File: src/irqsr_defines.svh
// register offsets, field positions, reset values and fixed counts of the irq routing block
// assumes: included by the package and the design modules by bare name
`ifndef IRQSR_DEFINES_SVH
`define IRQSR_DEFINES_SVH

`define IRQSR_ADDR_W 8
`define IRQSR_OFF_ROUTE 8'h34
`define IRQSR_OFF_ISTAT 8'h40
`define IRQSR_OFF_IMASK 8'h44
`define IRQSR_OFF_CTRL 8'h48
`define IRQSR_OFF_LEVEL 8'h4C
`define IRQSR_ROUTE_IDX 8'h0D
`define IRQSR_ROUTE_RST 8'h00
`define IRQSR_LEVEL_RST 6'h0F
`define IRQSR_CTRL_RST 6'h00
`define IRQSR_FP_HI 7
`define IRQSR_FP_LO 6
`define IRQSR_SP_HI 5
`define IRQSR_SP_LO 4
`define IRQSR_TX_BIT 3
`define IRQSR_FULL_BIT 2
`define IRQSR_NEMPTY_BIT 1
`define IRQSR_OVR_BIT 0
`define IRQSR_FIFO_DEPTH 64
`define IRQSR_PTR_W 6
`define IRQSR_CNT_W 7
`define IRQSR_NUM_EVT 4

`endif

File: src/irqsr_pkg.sv
// types shared by the irq routing block
// assumes: irqsr_defines.svh on the include path
`include "irqsr_defines.svh"

package irqsr_pkg;

   typedef enum logic [1:0] {
      IRQSR_RUN_STBY = 2'b00,
      IRQSR_RUN_RX = 2'b01,
      IRQSR_RUN_TX = 2'b10,
      IRQSR_RUN_SLEEP = 2'b11
   } irqsr_run_t;

   // radio events seen by the router, all levels
   typedef struct packed {
      logic sync_det;
      logic addr_match;
      logic rssi;
      logic payload_ready;
      logic check_pass;
      logic tx_done;
      logic data_clk;
   } irqsr_evt_t;

   typedef struct packed {
      logic [1:0] first_pin_rx_selector;
      logic [1:0] second_pin_rx_selector;
      logic second_pin_tx_selector;
   } irqsr_sel_t;

   typedef struct packed {
      logic full;
      logic not_empty;
      logic over_level;
      logic byte_written;
   } irqsr_qstat_t;

endpackage

File: src/irqsr_queue.sv
// byte queue with full, empty, level and overrun tracking
// assumes: one clock, flush by one-cycle pulse from the register block
`timescale 1ns/100ps
`include "irqsr_defines.svh"

module irqsr_queue (
   // clock and reset
   input wire logic pclk,
   input wire logic presetn,
   // write side
   input wire logic wr_valid,
   input wire logic [7:0] wr_data,
   // read side
   input wire logic rd_req,
   output logic [7:0] rd_data,
   // control and state
   input wire logic flush,
   input wire logic [5:0] level_set,
   output irqsr_pkg::irqsr_qstat_t qstat,
   output logic overrun_evt
);
   import irqsr_pkg::*;

   logic [7:0] mem [0:`IRQSR_FIFO_DEPTH-1];
   logic [`IRQSR_PTR_W-1:0] wp_r, wp_nxt, rp_r, rp_nxt;
   logic [`IRQSR_CNT_W-1:0] cnt_r, cnt_nxt;
   logic do_wr, do_rd, full;

   assign full = (cnt_r == `IRQSR_CNT_W'(`IRQSR_FIFO_DEPTH));
   assign do_wr = wr_valid & ~full & ~flush;
   assign do_rd = rd_req & (cnt_r != '0) & ~flush;
   assign rd_data = mem[rp_r];
   // byte arriving into a full queue
   assign overrun_evt = wr_valid & full & ~flush;

   always_comb begin
      wp_nxt = wp_r;
      rp_nxt = rp_r;
      cnt_nxt = cnt_r;
      if (flush) begin
         wp_nxt = '0;
         rp_nxt = '0;
         cnt_nxt = '0;
      end else begin
         if (do_wr) wp_nxt = wp_r + 1'b1;
         if (do_rd) rp_nxt = rp_r + 1'b1;
         cnt_nxt = cnt_r + `IRQSR_CNT_W'(do_wr) - `IRQSR_CNT_W'(do_rd);
      end
   end

   always_ff @(posedge pclk or negedge presetn) begin
      if (!presetn) begin
         wp_r <= '0;
         rp_r <= '0;
         cnt_r <= '0;
      end else begin
         wp_r <= wp_nxt;
         rp_r <= rp_nxt;
         cnt_r <= cnt_nxt;
      end
   end

   always_ff @(posedge pclk) begin
      if (do_wr) mem[wp_r] <= wr_data;
   end

   always_comb begin
      qstat.full = full;
      qstat.not_empty = (cnt_r != '0);
      qstat.over_level = (cnt_r > {1'b0, level_set});
      qstat.byte_written = do_wr;
   end
endmodule

File: src/irqsr_mux.sv
// source selection for the two interrupt pins
// assumes: mode and selectors come from registers, events are levels
`timescale 1ns/100ps
`include "irqsr_defines.svh"

module irqsr_mux (
   // configuration
   input irqsr_pkg::irqsr_run_t run_mode,
   input wire logic [1:0] data_handling_mode,
   input wire logic addr_filt_en,
   input irqsr_pkg::irqsr_sel_t sel,
   // sources
   input irqsr_pkg::irqsr_evt_t evt,
   input irqsr_pkg::irqsr_qstat_t qstat,
   // pin levels before the output flops
   output logic first_pin_d,
   output logic second_pin_d
);
   import irqsr_pkg::*;

   logic cont, pkt, tx;

   assign cont = (data_handling_mode == 2'h0);
   assign pkt = data_handling_mode[1];
   assign tx = (run_mode == IRQSR_RUN_TX);

   // standby shares the rx selections, queue sources included
   always_comb begin
      first_pin_d = 1'b0;
      second_pin_d = 1'b0;
      if (!tx && run_mode != IRQSR_RUN_SLEEP) begin
         if (cont) begin
            first_pin_d = (sel.first_pin_rx_selector == 2'h1) ? evt.rssi : evt.sync_det;
            second_pin_d = evt.data_clk;
         end else begin
            unique case (sel.first_pin_rx_selector)
               2'h3: first_pin_d = (pkt && addr_filt_en) ? evt.addr_match : evt.sync_det;
               2'h2: first_pin_d = qstat.not_empty;
               2'h1: first_pin_d = qstat.byte_written;
               2'h0: first_pin_d = pkt ? evt.payload_ready : 1'b0;
            endcase
            unique case (sel.second_pin_rx_selector)
               2'h3: second_pin_d = qstat.over_level;
               2'h2: second_pin_d = evt.rssi;
               2'h1: second_pin_d = qstat.full;
               2'h0: second_pin_d = pkt ? evt.check_pass : 1'b0;
            endcase
         end
      end else if (tx) begin
         if (cont) second_pin_d = evt.data_clk;
         else second_pin_d = sel.second_pin_tx_selector ? evt.tx_done : qstat.full;
      end
   end
endmodule

File: src/irqsr_top.sv
// irq source routing block: apb registers, byte queue, pin routing, interrupt
// assumes: single 250 MHz pclk, async active-low presetn, radio events synchronous
//
// Summary of operation
// In rx or standby with continuous mode, pin one shows sync except code 01 which shows rssi.
// In buffered mode, pin one shows sync, queue-not-empty, byte written, or nothing for 00.
// In packet mode, pin one shows sync or address match, not-empty, byte written, payload ready.
// In rx or standby with continuous mode, pin two always shows the data clock.
// In buffered or packet mode, pin two shows level, rssi, full, or nothing/check pass for 00.
// Queue sources stay selectable and live in standby as well as rx.
// In tx with continuous mode, pin two shows the data clock whatever bit 3 holds.
// In tx with buffered or packet mode, bit 3 set picks tx done and clear picks queue full.
// Bit 2 reads one while the queue is full.
// Bit 1 reads one while the queue holds data.
// Bit 0 reads one once an overrun has happened and zero otherwise.
// Writing one to bit 0 clears the overrun flag and flushes the queue.
// The routing register sits at index 0x0D and resets to all zero.
// The queue level setting resets to 001111 and drives the level source.
// A selector code that picks nothing drives its pin low, and pins follow within a cycle.
// Overrun sets on a byte into a full queue and holds until cleared or reset.
`timescale 1ns/100ps
`include "irqsr_defines.svh"

module irqsr_top (
   // clock and reset
   input wire logic pclk,
   input wire logic presetn,
   // apb slave
   input wire logic psel,
   input wire logic penable,
   input wire logic pwrite,
   input wire logic [31:0] paddr,
   input wire logic [31:0] pwdata,
   input wire logic [3:0] pstrb,
   output logic [31:0] prdata,
   output logic pready,
   output logic pslverr,
   // radio side
   input irqsr_pkg::irqsr_evt_t evt,
   input wire logic rx_byte_valid,
   input wire logic [7:0] rx_byte,
   input wire logic host_rd_req,
   output logic [7:0] host_rd_data,
   // pins and interrupt
   output logic first_interrupt_pin,
   output logic second_interrupt_pin,
   output logic irq
);
   import irqsr_pkg::*;

   // ------------------------------------------------------------
   // registers
   // ------------------------------------------------------------
   logic [7:0] route_r;
   logic [7:0] route_nxt;
   logic ovr_r;
   logic ovr_nxt;
   logic [5:0] level_r;
   logic [5:0] level_nxt;
   // ctrl: [1:0] run mode, [3:2] data handling mode, [4] addr filter
   logic [5:0] ctrl_r;
   logic [5:0] ctrl_nxt;
   logic [`IRQSR_NUM_EVT-1:0] istat_r;
   logic [`IRQSR_NUM_EVT-1:0] istat_nxt;
   logic [`IRQSR_NUM_EVT-1:0] imask_r;
   logic [`IRQSR_NUM_EVT-1:0] imask_nxt;
   logic [31:0] prdata_nxt;
   logic pready_nxt;
   logic pslverr_nxt;
   logic flush_r;
   logic flush_nxt;
   logic pin0_r;
   logic pin0_nxt;
   logic pin1_r;
   logic pin1_nxt;
   logic irq_r;
   logic irq_nxt;
   logic [7:0] q_head_nxt;

   logic setup, wr, rd, hit;
   logic [7:0] off;
   logic [7:0] route_rd;
   logic [`IRQSR_NUM_EVT-1:0] evt_now, evt_prev_r;
   logic pin0_d, pin1_d, ovr_evt;
   irqsr_qstat_t qstat;
   irqsr_sel_t sel;
   irqsr_run_t run_mode;
   logic [7:0] q_rd;

   // ------------------------------------------------------------
   // submodules
   // ------------------------------------------------------------
   irqsr_queue u_irqsr_queue (
      .pclk(pclk),
      .presetn(presetn),
      .wr_valid(rx_byte_valid),
      .wr_data(rx_byte),
      .rd_req(host_rd_req),
      .rd_data(q_rd),
      .flush(flush_r),
      .level_set(level_r),
      .qstat(qstat),
      .overrun_evt(ovr_evt)
   );

   assign run_mode = irqsr_run_t'(ctrl_r[1:0]);
   assign sel.first_pin_rx_selector = route_r[`IRQSR_FP_HI:`IRQSR_FP_LO];
   assign sel.second_pin_rx_selector = route_r[`IRQSR_SP_HI:`IRQSR_SP_LO];
   assign sel.second_pin_tx_selector = route_r[`IRQSR_TX_BIT];

   irqsr_mux u_irqsr_mux (
      .run_mode(run_mode),
      .data_handling_mode(ctrl_r[3:2]),
      .addr_filt_en(ctrl_r[4]),
      .sel(sel),
      .evt(evt),
      .qstat(qstat),
      .first_pin_d(pin0_d),
      .second_pin_d(pin1_d)
   );

   // ------------------------------------------------------------
   // apb decode
   // ------------------------------------------------------------
   // access phase completes in one cycle: pready rises the cycle after setup
   logic sel_route;
   logic sel_istat;
   logic sel_imask;
   logic sel_ctrl;
   logic sel_level;
   logic wr_route;
   logic wr_istat;
   logic wr_imask;
   logic wr_ctrl;
   logic wr_level;
   logic ovr_clr;

   assign setup = psel & ~penable;
   assign off = paddr[7:0];
   assign sel_route = (off == `IRQSR_OFF_ROUTE);
   assign sel_istat = (off == `IRQSR_OFF_ISTAT);
   assign sel_imask = (off == `IRQSR_OFF_IMASK);
   assign sel_ctrl = (off == `IRQSR_OFF_CTRL);
   assign sel_level = (off == `IRQSR_OFF_LEVEL);
   assign hit = (paddr[31:8] == '0) && (paddr[1:0] == 2'h0) &&
                (sel_route || sel_istat || sel_imask || sel_ctrl || sel_level);
   assign wr = psel & penable & pready & pwrite & hit & pstrb[0];
   assign rd = setup & ~pwrite;
   assign wr_route = wr & sel_route;
   assign wr_istat = wr & sel_istat;
   assign wr_imask = wr & sel_imask;
   assign wr_ctrl = wr & sel_ctrl;
   assign wr_level = wr & sel_level;
   // a one in bit 0 of a routing write clears overrun and empties the queue
   assign ovr_clr = wr_route & pwdata[`IRQSR_OVR_BIT];

   // ------------------------------------------------------------
   // register read view
   // ------------------------------------------------------------
   logic [31:0] rd_word;

   always_comb begin
      route_rd = route_r & 8'hF8;
      route_rd[`IRQSR_FULL_BIT] = qstat.full;
      route_rd[`IRQSR_NEMPTY_BIT] = qstat.not_empty;
      route_rd[`IRQSR_OVR_BIT] = ovr_r;
   end

   always_comb begin
      rd_word = '0;
      unique case (off)
         `IRQSR_OFF_ROUTE: rd_word = {24'h0, route_rd};
         `IRQSR_OFF_ISTAT: rd_word = {28'h0, istat_r};
         `IRQSR_OFF_IMASK: rd_word = {28'h0, imask_r};
         `IRQSR_OFF_CTRL: rd_word = {26'h0, ctrl_r};
         `IRQSR_OFF_LEVEL: rd_word = {26'h0, level_r};
         default: ;
      endcase
   end

   // ------------------------------------------------------------
   // configuration registers
   // ------------------------------------------------------------
   always_comb begin
      route_nxt = route_r;
      ctrl_nxt = ctrl_r;
      level_nxt = level_r;
      imask_nxt = imask_r;
      // low three bits are live status, never stored
      if (wr_route) route_nxt = {pwdata[7:3], 3'h0};
      if (wr_ctrl) ctrl_nxt = pwdata[5:0];
      if (wr_level) level_nxt = pwdata[5:0];
      if (wr_imask) imask_nxt = pwdata[`IRQSR_NUM_EVT-1:0];
   end

   always_ff @(posedge pclk or negedge presetn) begin
      if (!presetn) begin
         route_r <= `IRQSR_ROUTE_RST;
         ctrl_r <= `IRQSR_CTRL_RST;
         level_r <= `IRQSR_LEVEL_RST;
         imask_r <= '0;
      end else begin
         route_r <= route_nxt;
         ctrl_r <= ctrl_nxt;
         level_r <= level_nxt;
         imask_r <= imask_nxt;
      end
   end

   // ------------------------------------------------------------
   // overrun flag and queue flush
   // ------------------------------------------------------------
   always_comb begin
      ovr_nxt = ovr_r;
      flush_nxt = 1'b0;
      if (ovr_clr) begin
         ovr_nxt = 1'b0;
         flush_nxt = 1'b1;
      end
      // hardware set wins over clear
      if (ovr_evt) ovr_nxt = 1'b1;
   end

   always_ff @(posedge pclk or negedge presetn) begin
      if (!presetn) begin
         ovr_r <= 1'b0;
         flush_r <= 1'b0;
      end else begin
         ovr_r <= ovr_nxt;
         flush_r <= flush_nxt;
      end
   end

   // ------------------------------------------------------------
   // sticky status and interrupt
   // ------------------------------------------------------------
   logic [`IRQSR_NUM_EVT-1:0] evt_rise;

   // rising-edge detect of flag sources for the sticky status
   assign evt_now = {ovr_evt, qstat.full, qstat.over_level, evt.tx_done};
   assign evt_rise = evt_now & ~evt_prev_r;

   always_comb begin
      istat_nxt = istat_r;
      if (wr_istat) istat_nxt = istat_r & ~pwdata[`IRQSR_NUM_EVT-1:0];
      // hardware set wins over clear
      istat_nxt = istat_nxt | evt_rise;
      irq_nxt = |(istat_nxt & imask_nxt);
   end

   always_ff @(posedge pclk or negedge presetn) begin
      if (!presetn) begin
         istat_r <= '0;
         evt_prev_r <= '0;
         irq_r <= 1'b0;
      end else begin
         istat_r <= istat_nxt;
         evt_prev_r <= evt_now;
         irq_r <= irq_nxt;
      end
   end

   // ------------------------------------------------------------
   // apb response
   // ------------------------------------------------------------
   always_comb begin
      pready_nxt = setup;
      pslverr_nxt = setup & ~hit;
      prdata_nxt = '0;
      // unmapped reads answer zero with the error flag
      if (rd && hit) prdata_nxt = rd_word;
   end

   always_ff @(posedge pclk or negedge presetn) begin
      if (!presetn) begin
         prdata <= '0;
         pready <= 1'b0;
         pslverr <= 1'b0;
      end else begin
         prdata <= prdata_nxt;
         pready <= pready_nxt;
         pslverr <= pslverr_nxt;
      end
   end

   // ------------------------------------------------------------
   // pins and queue head
   // ------------------------------------------------------------
   always_comb begin
      pin0_nxt = pin0_d;
      pin1_nxt = pin1_d;
      q_head_nxt = q_rd;
   end

   always_ff @(posedge pclk or negedge presetn) begin
      if (!presetn) begin
         pin0_r <= 1'b0;
         pin1_r <= 1'b0;
         host_rd_data <= '0;
      end else begin
         pin0_r <= pin0_nxt;
         pin1_r <= pin1_nxt;
         host_rd_data <= q_head_nxt;
      end
   end

   assign first_interrupt_pin = pin0_r;
   assign second_interrupt_pin = pin1_r;
   assign irq = irq_r;
endmodule

File: config.mk
export PLATFORM = sky130hd
export DESIGN_NAME = irqsr_top
export DESIGN_NICKNAME = d
export VERILOG_FILES = /design/src/irqsr_pkg.sv /design/src/irqsr_queue.sv /design/src/irqsr_mux.sv /design/src/irqsr_top.sv
export VERILOG_INCLUDE_DIRS = /design/src /design/src/src
export SDC_FILE = /design/constraint.sdc
export NUM_CORES = 1
export LEC_CHECK = 0
export BUFFER_PORTS_ARGS = -buffer_cell sky130_fd_sc_hd__buf_2
export CORE_UTILIZATION = 56
export CTS_CLUSTER_DIAMETER = 150
export DETAILED_ROUTE_END_ITERATION = 7
export GPL_TIMING_DRIVEN = 0
export PLACE_DENSITY = 0.84
export SLEW_MARGIN = 20
export SYNTH_ARGS = -nofsm -noshare
export SYNTH_HDL_FRONTEND = slang
export SYNTH_SLANG_ARGS = --single-unit
File: constraint.sdc
create_clock -name pclk -period 4.2 [get_ports pclk]
set_input_delay 0.63 -clock pclk [delete_from_list [all_inputs] [get_ports pclk]]
set_output_delay 0.63 -clock pclk [all_outputs]
set_load 0.01 [all_outputs]
==> flow_summary.toml, run 1 <==
[yosys]
synth_cells = 1177
ys_async_sr_fraction_pct = 12.2
yosysSeqAreaShare_pct = 73.1
ys.flop_type = "edfxtp_1"
synth_cell_types = 59
yosysWarnings = 0
synth_area_per_cell_um2 = 19.9
syn_area_um2 = 23500
synth_edf_count = 512
synth_seq_cells = 583

[cts]
cts_root_buffer = "clkbuf_16"
cts_sinks = 583
clock_latency_ns = 0.63
cts.clk_slew.worst_paths_ns = 0.06
cts_tree = "yes"
cts_htree_levels = 2
numCtsBuffers = 55
clk_path_buf_depth = 3

[sta]
skew_ns = 0.0199
finalCritPeriodShare_pct = 90.4
slew_viol_final = 0
hold_violations = 0
tightest_slew_ns = 1.12
setup_violations = 0
maxSlewHeadroom_pct = 25.5
rsz0062_at_grt = "false"
setup_tns_ns = 0
timing.final.ws_setup_ns = 0.405
period_minus_slack_ns = 3.79
clock.fmax_ghz = 0.264
timing.hold.ws_ns = 0.156

[detailed_routing]
drc = 10
wl_per_cell_um = 27.7
drtAntennaViolNets = 0
viasPerCell = 6.43
first_pass_iters = 8
vias = 12400
wl_mm = 53.2
drt_iter0_markers = 1724

[critical_path]
slowest_delay_ns = 0.79
crit_chain = "inv_1 -> ha_1 -> nor4bb_2 -> nand2_1 -> nand3b_1 -> buf_4 -> or4b_2 -> clkbuf_1 -> nor2_1"
crit_cells = 9
cp_slowest_cell = "nor2_1"
critPathKind = "reg -> reg"
reg2reg_from = "u_irqsr_queue.cnt_r[3]"
cp-end-kind = "flop"
r2r_cells = 9
cpLargestDelayFamily = "simple AND/OR/NAND/NOR gates"
cp.arrival_ns = 4.03
r2r_setup_slack_ns = 0.41
crit_buf_inv = 3
startpoint = "u_irqsr_queue.cnt_r[3]"
cp-start-kind = "flop"
cp.required_ns = 4.43
critPathMaxFanout = 9

[global_routing]
grt_pass1_wl_mm = 78.7
antenna_found_initial = 0
grt_pass1_vias = 12200
globalRoute.totalOverflow = 0
grt_max_degree = 65
grt_util_all_layers_pct = 25.7

[placed_design]
dp.cells = 1815
placedInstanceArea_um2 = 24700
io_buffers = 81
gp_congestion = 0.915
dp_hpwl_mm = 32.8
pre_cts_slack_ns = 0.393

[pwr]
ir_drop_mv = 0.418
p_comb_share_pct = 29.1
power.internal_mw = 11.7
p_leak_nw = 9.02
p_sw_mw = 5.05
power_mw = 16.8
clkPwrFrac_pct = 30.4
seqPwrFrac_pct = 40.5
power_density_nw_per_um2 = 631
sw_frac_of_total_pct = 30.1

[layout]
fill_cells = 2649
fin_cells = 1920
nNetsFinal = 1451
drive_gt1_share_pct = 29.6
final_core_util_pct = 64.6
area_growth_pct = 13.2
final_common_cell = "edfxtp_1"
fin_area_um2 = 26600
multi_input_area_um2 = 5910
seq_area_um2 = 17200
n_antenna_cell = 0
final_cell_mix = "edfxtp_1 (512), mux4_2 (160), nor2_1 (91), buf_2 (90), dfrtp_1 (67)"

[floorplanning]
die_area_um2 = 42700
die_w_um = 207
num_io_pins = 135
core_area_um2 = 41100
rows = 74
start_util_pct = 57.1
die_y_um = 207

[outcome]
status = "finished with violations"
failed_checks = "design-rule violations"

[hold_path]
hold_path_class = "in -> reg"
min_path_cells = 1
holdCritStartpoint = "evt[1]"

[flow_run]
max_cap_violations = 0
## power groups by stage
stage | logic (mW) | clock network (mW) | registers, mW
final | 4.88 | 5.09 | 6.79
after global routing | 5.14 | 5.32 | 6.81
after CTS | 4.83 | 5.12 | 6.78
after detailed placement | 4.72 | 0 | 6.89
after global placement | 4.59 | 0 | 6.87
after floorplan | 3.24 | 0 | 6.86
## layer usage
metal  vias to the layer above  part of all wire, %  track usage [%]
li1                       5039                    -                -
met1                      6358                   37             35.6
met2                       818                   49             40.9
met3                       135                   10             5.24
met4                         0                  3.6             9.72
met5                         -                    0                0
## area by class of cell
class | count | area share [%]
timing repair buffer | 86 | 1.82
clock buffer | 70 | 5.39
sequential | 583 | 64.6
clock inverter | 32 | 1.46
buffer | 81 | 1.62
multi-input combinational | 510 | 22.3
inverter | 26 | 0.367
tap | 532 | 2.51
## state kept, by name, summed over array words and instances (netlist names), 6 cells and up
signal	count
u_irqsr_queue.mem	512
host_rd_data	8
prdata	8
u_irqsr_queue.cnt_r	7
ctrl_r	6
level_r	6
u_irqsr_queue.rp_r	6
u_irqsr_queue.wp_r	6
## cells in the mapped netlist (all sizes together) (5+ instances only)
library cell,instances,area (um^2)
xor2,8,70.1
o21ai,7,35.0
xnor2,5,43.8
or3,5,31.3
mux2,22,248
ha,17,213
nor3,11,55.1
nor4,9,71.3
a21oi,15,75.1
nand4,6,37.5
nand3,7,35.0
mux4,164,3710
dfrtp,67,1680
or2,7,43.8
buf,48,305
nand2b,8,57.6
edfxtp,512,15400
nand2,30,113
nor2,91,342
inv,26,97.6
clkbuf,33,124
nand3b,8,60.1
a22oi,20,150
## worst paths after layout
kind                                            end
setup / recovery           u_irqsr_queue.mem[37][0]
hold / removal                        evt_prev_r[0]
setup reg to reg           u_irqsr_queue.mem[37][0]
hold reg to reg                          istat_r[2]
max in group asynchronous                level_r[0]
min in group asynchronous       first_interrupt_pin
## kinds of logic after synthesis
kind of cell | synth area share (%)
flip-flops | 73.1
AO/OA/AOI/OAI | 1.67
buffers and inverters | 2.24
adder cells (fa/ha/maj) | 0.992
XOR/XNOR | 0.485
other | 0.0160
AND/OR/NAND/NOR | 4.46
multiplexers | 17.0
## what timing repair did
item / in CTS / in global routing
endpoints found under the setup margin: 0 / 1
hold buffers: 1 / 0
endpoints found under the hold margin: 20 / 0
resized for setup: 0 / 1
setup buffers: 0 / 2
Note: power is estimated with default switching activity, not from simulation.
==> run 2, diff against run 1 <==
==> constraint.sdc (replaced) <==
create_clock -name pclk -period 4 [get_ports pclk]
set_input_delay 0.6 -clock pclk [delete_from_list [all_inputs] [get_ports pclk]]
set_output_delay 0.6 -clock pclk [all_outputs]
set_load 0.01 [all_outputs]
==> run 2 against run 1 <==
  * Clock skew increased by 0.0011 ns
  * Sequential power increased by 5.0%
  * First-iteration DRC count decreased by 1.3%
  * Critical endpoint is now u_irqsr_queue.mem[32][5]
  * Largest cell class unchanged
  * Cell count about the same
  * Clock power increased by 5.1%
  * Global-route usage unchanged
  * Core utilization about the same
  * Largest power group unchanged
  * Maximum frequency decreased by 0.28%
  * The run still ends with design-rule violations left
  * Worst setup slack got worse by 0.21 ns
  * Register-to-register slack got worse by 0.21 ns
==> flow_summary.toml, run 2 (same netlist as run 1, synthesis figures left out) <==
[global_routing]
grt_pass1_vias = 12200
globalRoute.totalOverflow = 0
grt_pass1_wl_mm = 78.7
grt_max_degree = 65
grt_util_all_layers_pct = 25.7
antenna_found_initial = 0

[cts]
cts_sinks = 583
numCtsBuffers = 55
cts_root_buffer = "clkbuf_16"
cts.clk_slew.worst_paths_ns = 0.06
clk_path_buf_depth = 3
cts_tree = "yes"
cts_htree_levels = 2
clock_latency_ns = 0.63

[sta]
setup_violations = 0
period_minus_slack_ns = 3.81
hold_violations = 0
finalCritPeriodShare_pct = 95.1
skew_ns = 0.0210
timing.hold.ws_ns = 0.129
clock.fmax_ghz = 0.263
setup_tns_ns = 0
maxSlewHeadroom_pct = 24.2
tightest_slew_ns = 1.14
slew_viol_final = 0
rsz0062_at_grt = "false"

[placed_design]
gp_congestion = 0.915
dp_hpwl_mm = 32.8
io_buffers = 81

[pwr]
ir_drop_mv = 0.445
power_density_nw_per_um2 = 662
p_leak_nw = 9.02

[outcome]
failed_checks = "design-rule violations"
status = "finished with violations"

[floorplanning]
start_util_pct = 57.1
num_io_pins = 135
rows = 74
die_area_um2 = 42700
core_area_um2 = 41100
die_y_um = 207
die_w_um = 207

[critical_path]
cp-end-kind = "flop"
cp.arrival_ns = 4.04
critPathMaxFanout = 9
critPathKind = "reg -> reg"
cp-start-kind = "flop"
cp.required_ns = 4.23

[layout]
final_common_cell = "edfxtp_1"
top_register = "u_irqsr_queue.mem"
final_cell_mix = "edfxtp_1 (512), mux4_2 (160), nor2_1 (91), buf_2 (90), dfrtp_1 (67)"
largestRegisters = "u_irqsr_queue.mem x512, host_rd_data x8, prdata x8"
final_core_util_pct = 64.6
drive_gt1_share_pct = 29.7
largest_register_ffs = 512
nNetsFinal = 1451
area_growth_pct = 13.2

[hold_path]
hold_path_class = "in -> reg"

[detailed_routing]
wl_mm = 53.3
vias = 12400
drt_iter0_markers = 1702
first_pass_iters = 8
wl_per_cell_um = 27.7
drc = 20
drtAntennaViolNets = 0
viasPerCell = 6.45

[flow_run]
max_cap_violations = 0
## run 2: routing by layer
layer	up-vias	part of all wire, %	global-route usage, %
met5	-	0	0
met4	0	3.3	9.72
met3	131	9.8	5.24
met2	803	49	40.9
met1	6422	38	35.6
li1	5042	-	-
## run 2: critical path: stages, from the launching register on
cell	delay, ns
dfrtp_1	0.39
inv_1	0.09
ha_1	0.20
nor4bb_2	0.17
nand2_1	0.44
nand3b_1	0.27
buf_4	0.23
or4b_2	0.62
clkbuf_1	0.20
nor2_1	0.81
## run 2: final cells by class
class,instances,area [um^2]
inverter,26,97.6
timing repair buffer,87,490
sequential,583,17200
buffer,80,425
multi-input combinational,510,5910
fill,2650,14500
tap,532,666
clock inverter,32,388
clock buffer,70,1430
antenna,1,2.50
## run 2: power by group
part | total (mW) | switching (mW) | internal [mW]
registers | 7.13 | 0.162 | 6.97
logic | 5.11 | 2.85 | 2.26
clock network | 5.35 | 2.28 | 3.06
total | 17.6 | 5.30 | 12.3
## run 2: timing repair
item                                    CTS  global route
gates resized for setup                   0             1
endpoints found under the hold margin    20             0
hold buffers                              1             0
setup buffers                             0             3
endpoints found under the setup margin    0             1
## run 2: final timing paths
kind                                         from                  endpoint  slack, ns  cells after the start
max in group asynchronous                 presetn                level_r[0]       2.97                      3
setup / recovery           u_irqsr_queue.cnt_r[2]  u_irqsr_queue.mem[32][5]       0.19                      9
hold reg to reg                     evt_prev_r[2]                istat_r[2]       0.46                      1
setup reg to reg           u_irqsr_queue.cnt_r[2]  u_irqsr_queue.mem[32][5]       0.19                      9
hold / removal                             evt[1]             evt_prev_r[0]       0.13                      1
min in group asynchronous                 presetn       first_interrupt_pin       0.42                      2
## run 2: stage by stage
stage | setup slack (ns) | total power [mW] | instance area, um^2 | instances
2_1_floorplan | 0.747 | 10.6 | 23600 | 1200
3_3_place_gp | -0.786 | 12.0 | 24600 | 1813
3_5_place_dp | 0.193 | 12.2 | 24700 | 1815
4_1_cts | 0.155 | 17.6 | 26500 | 1918
5_1_grt | 0.0962 | 18.1 | 26600 | 1920
6_report | 0.195 | 17.6 | 26600 | 1921
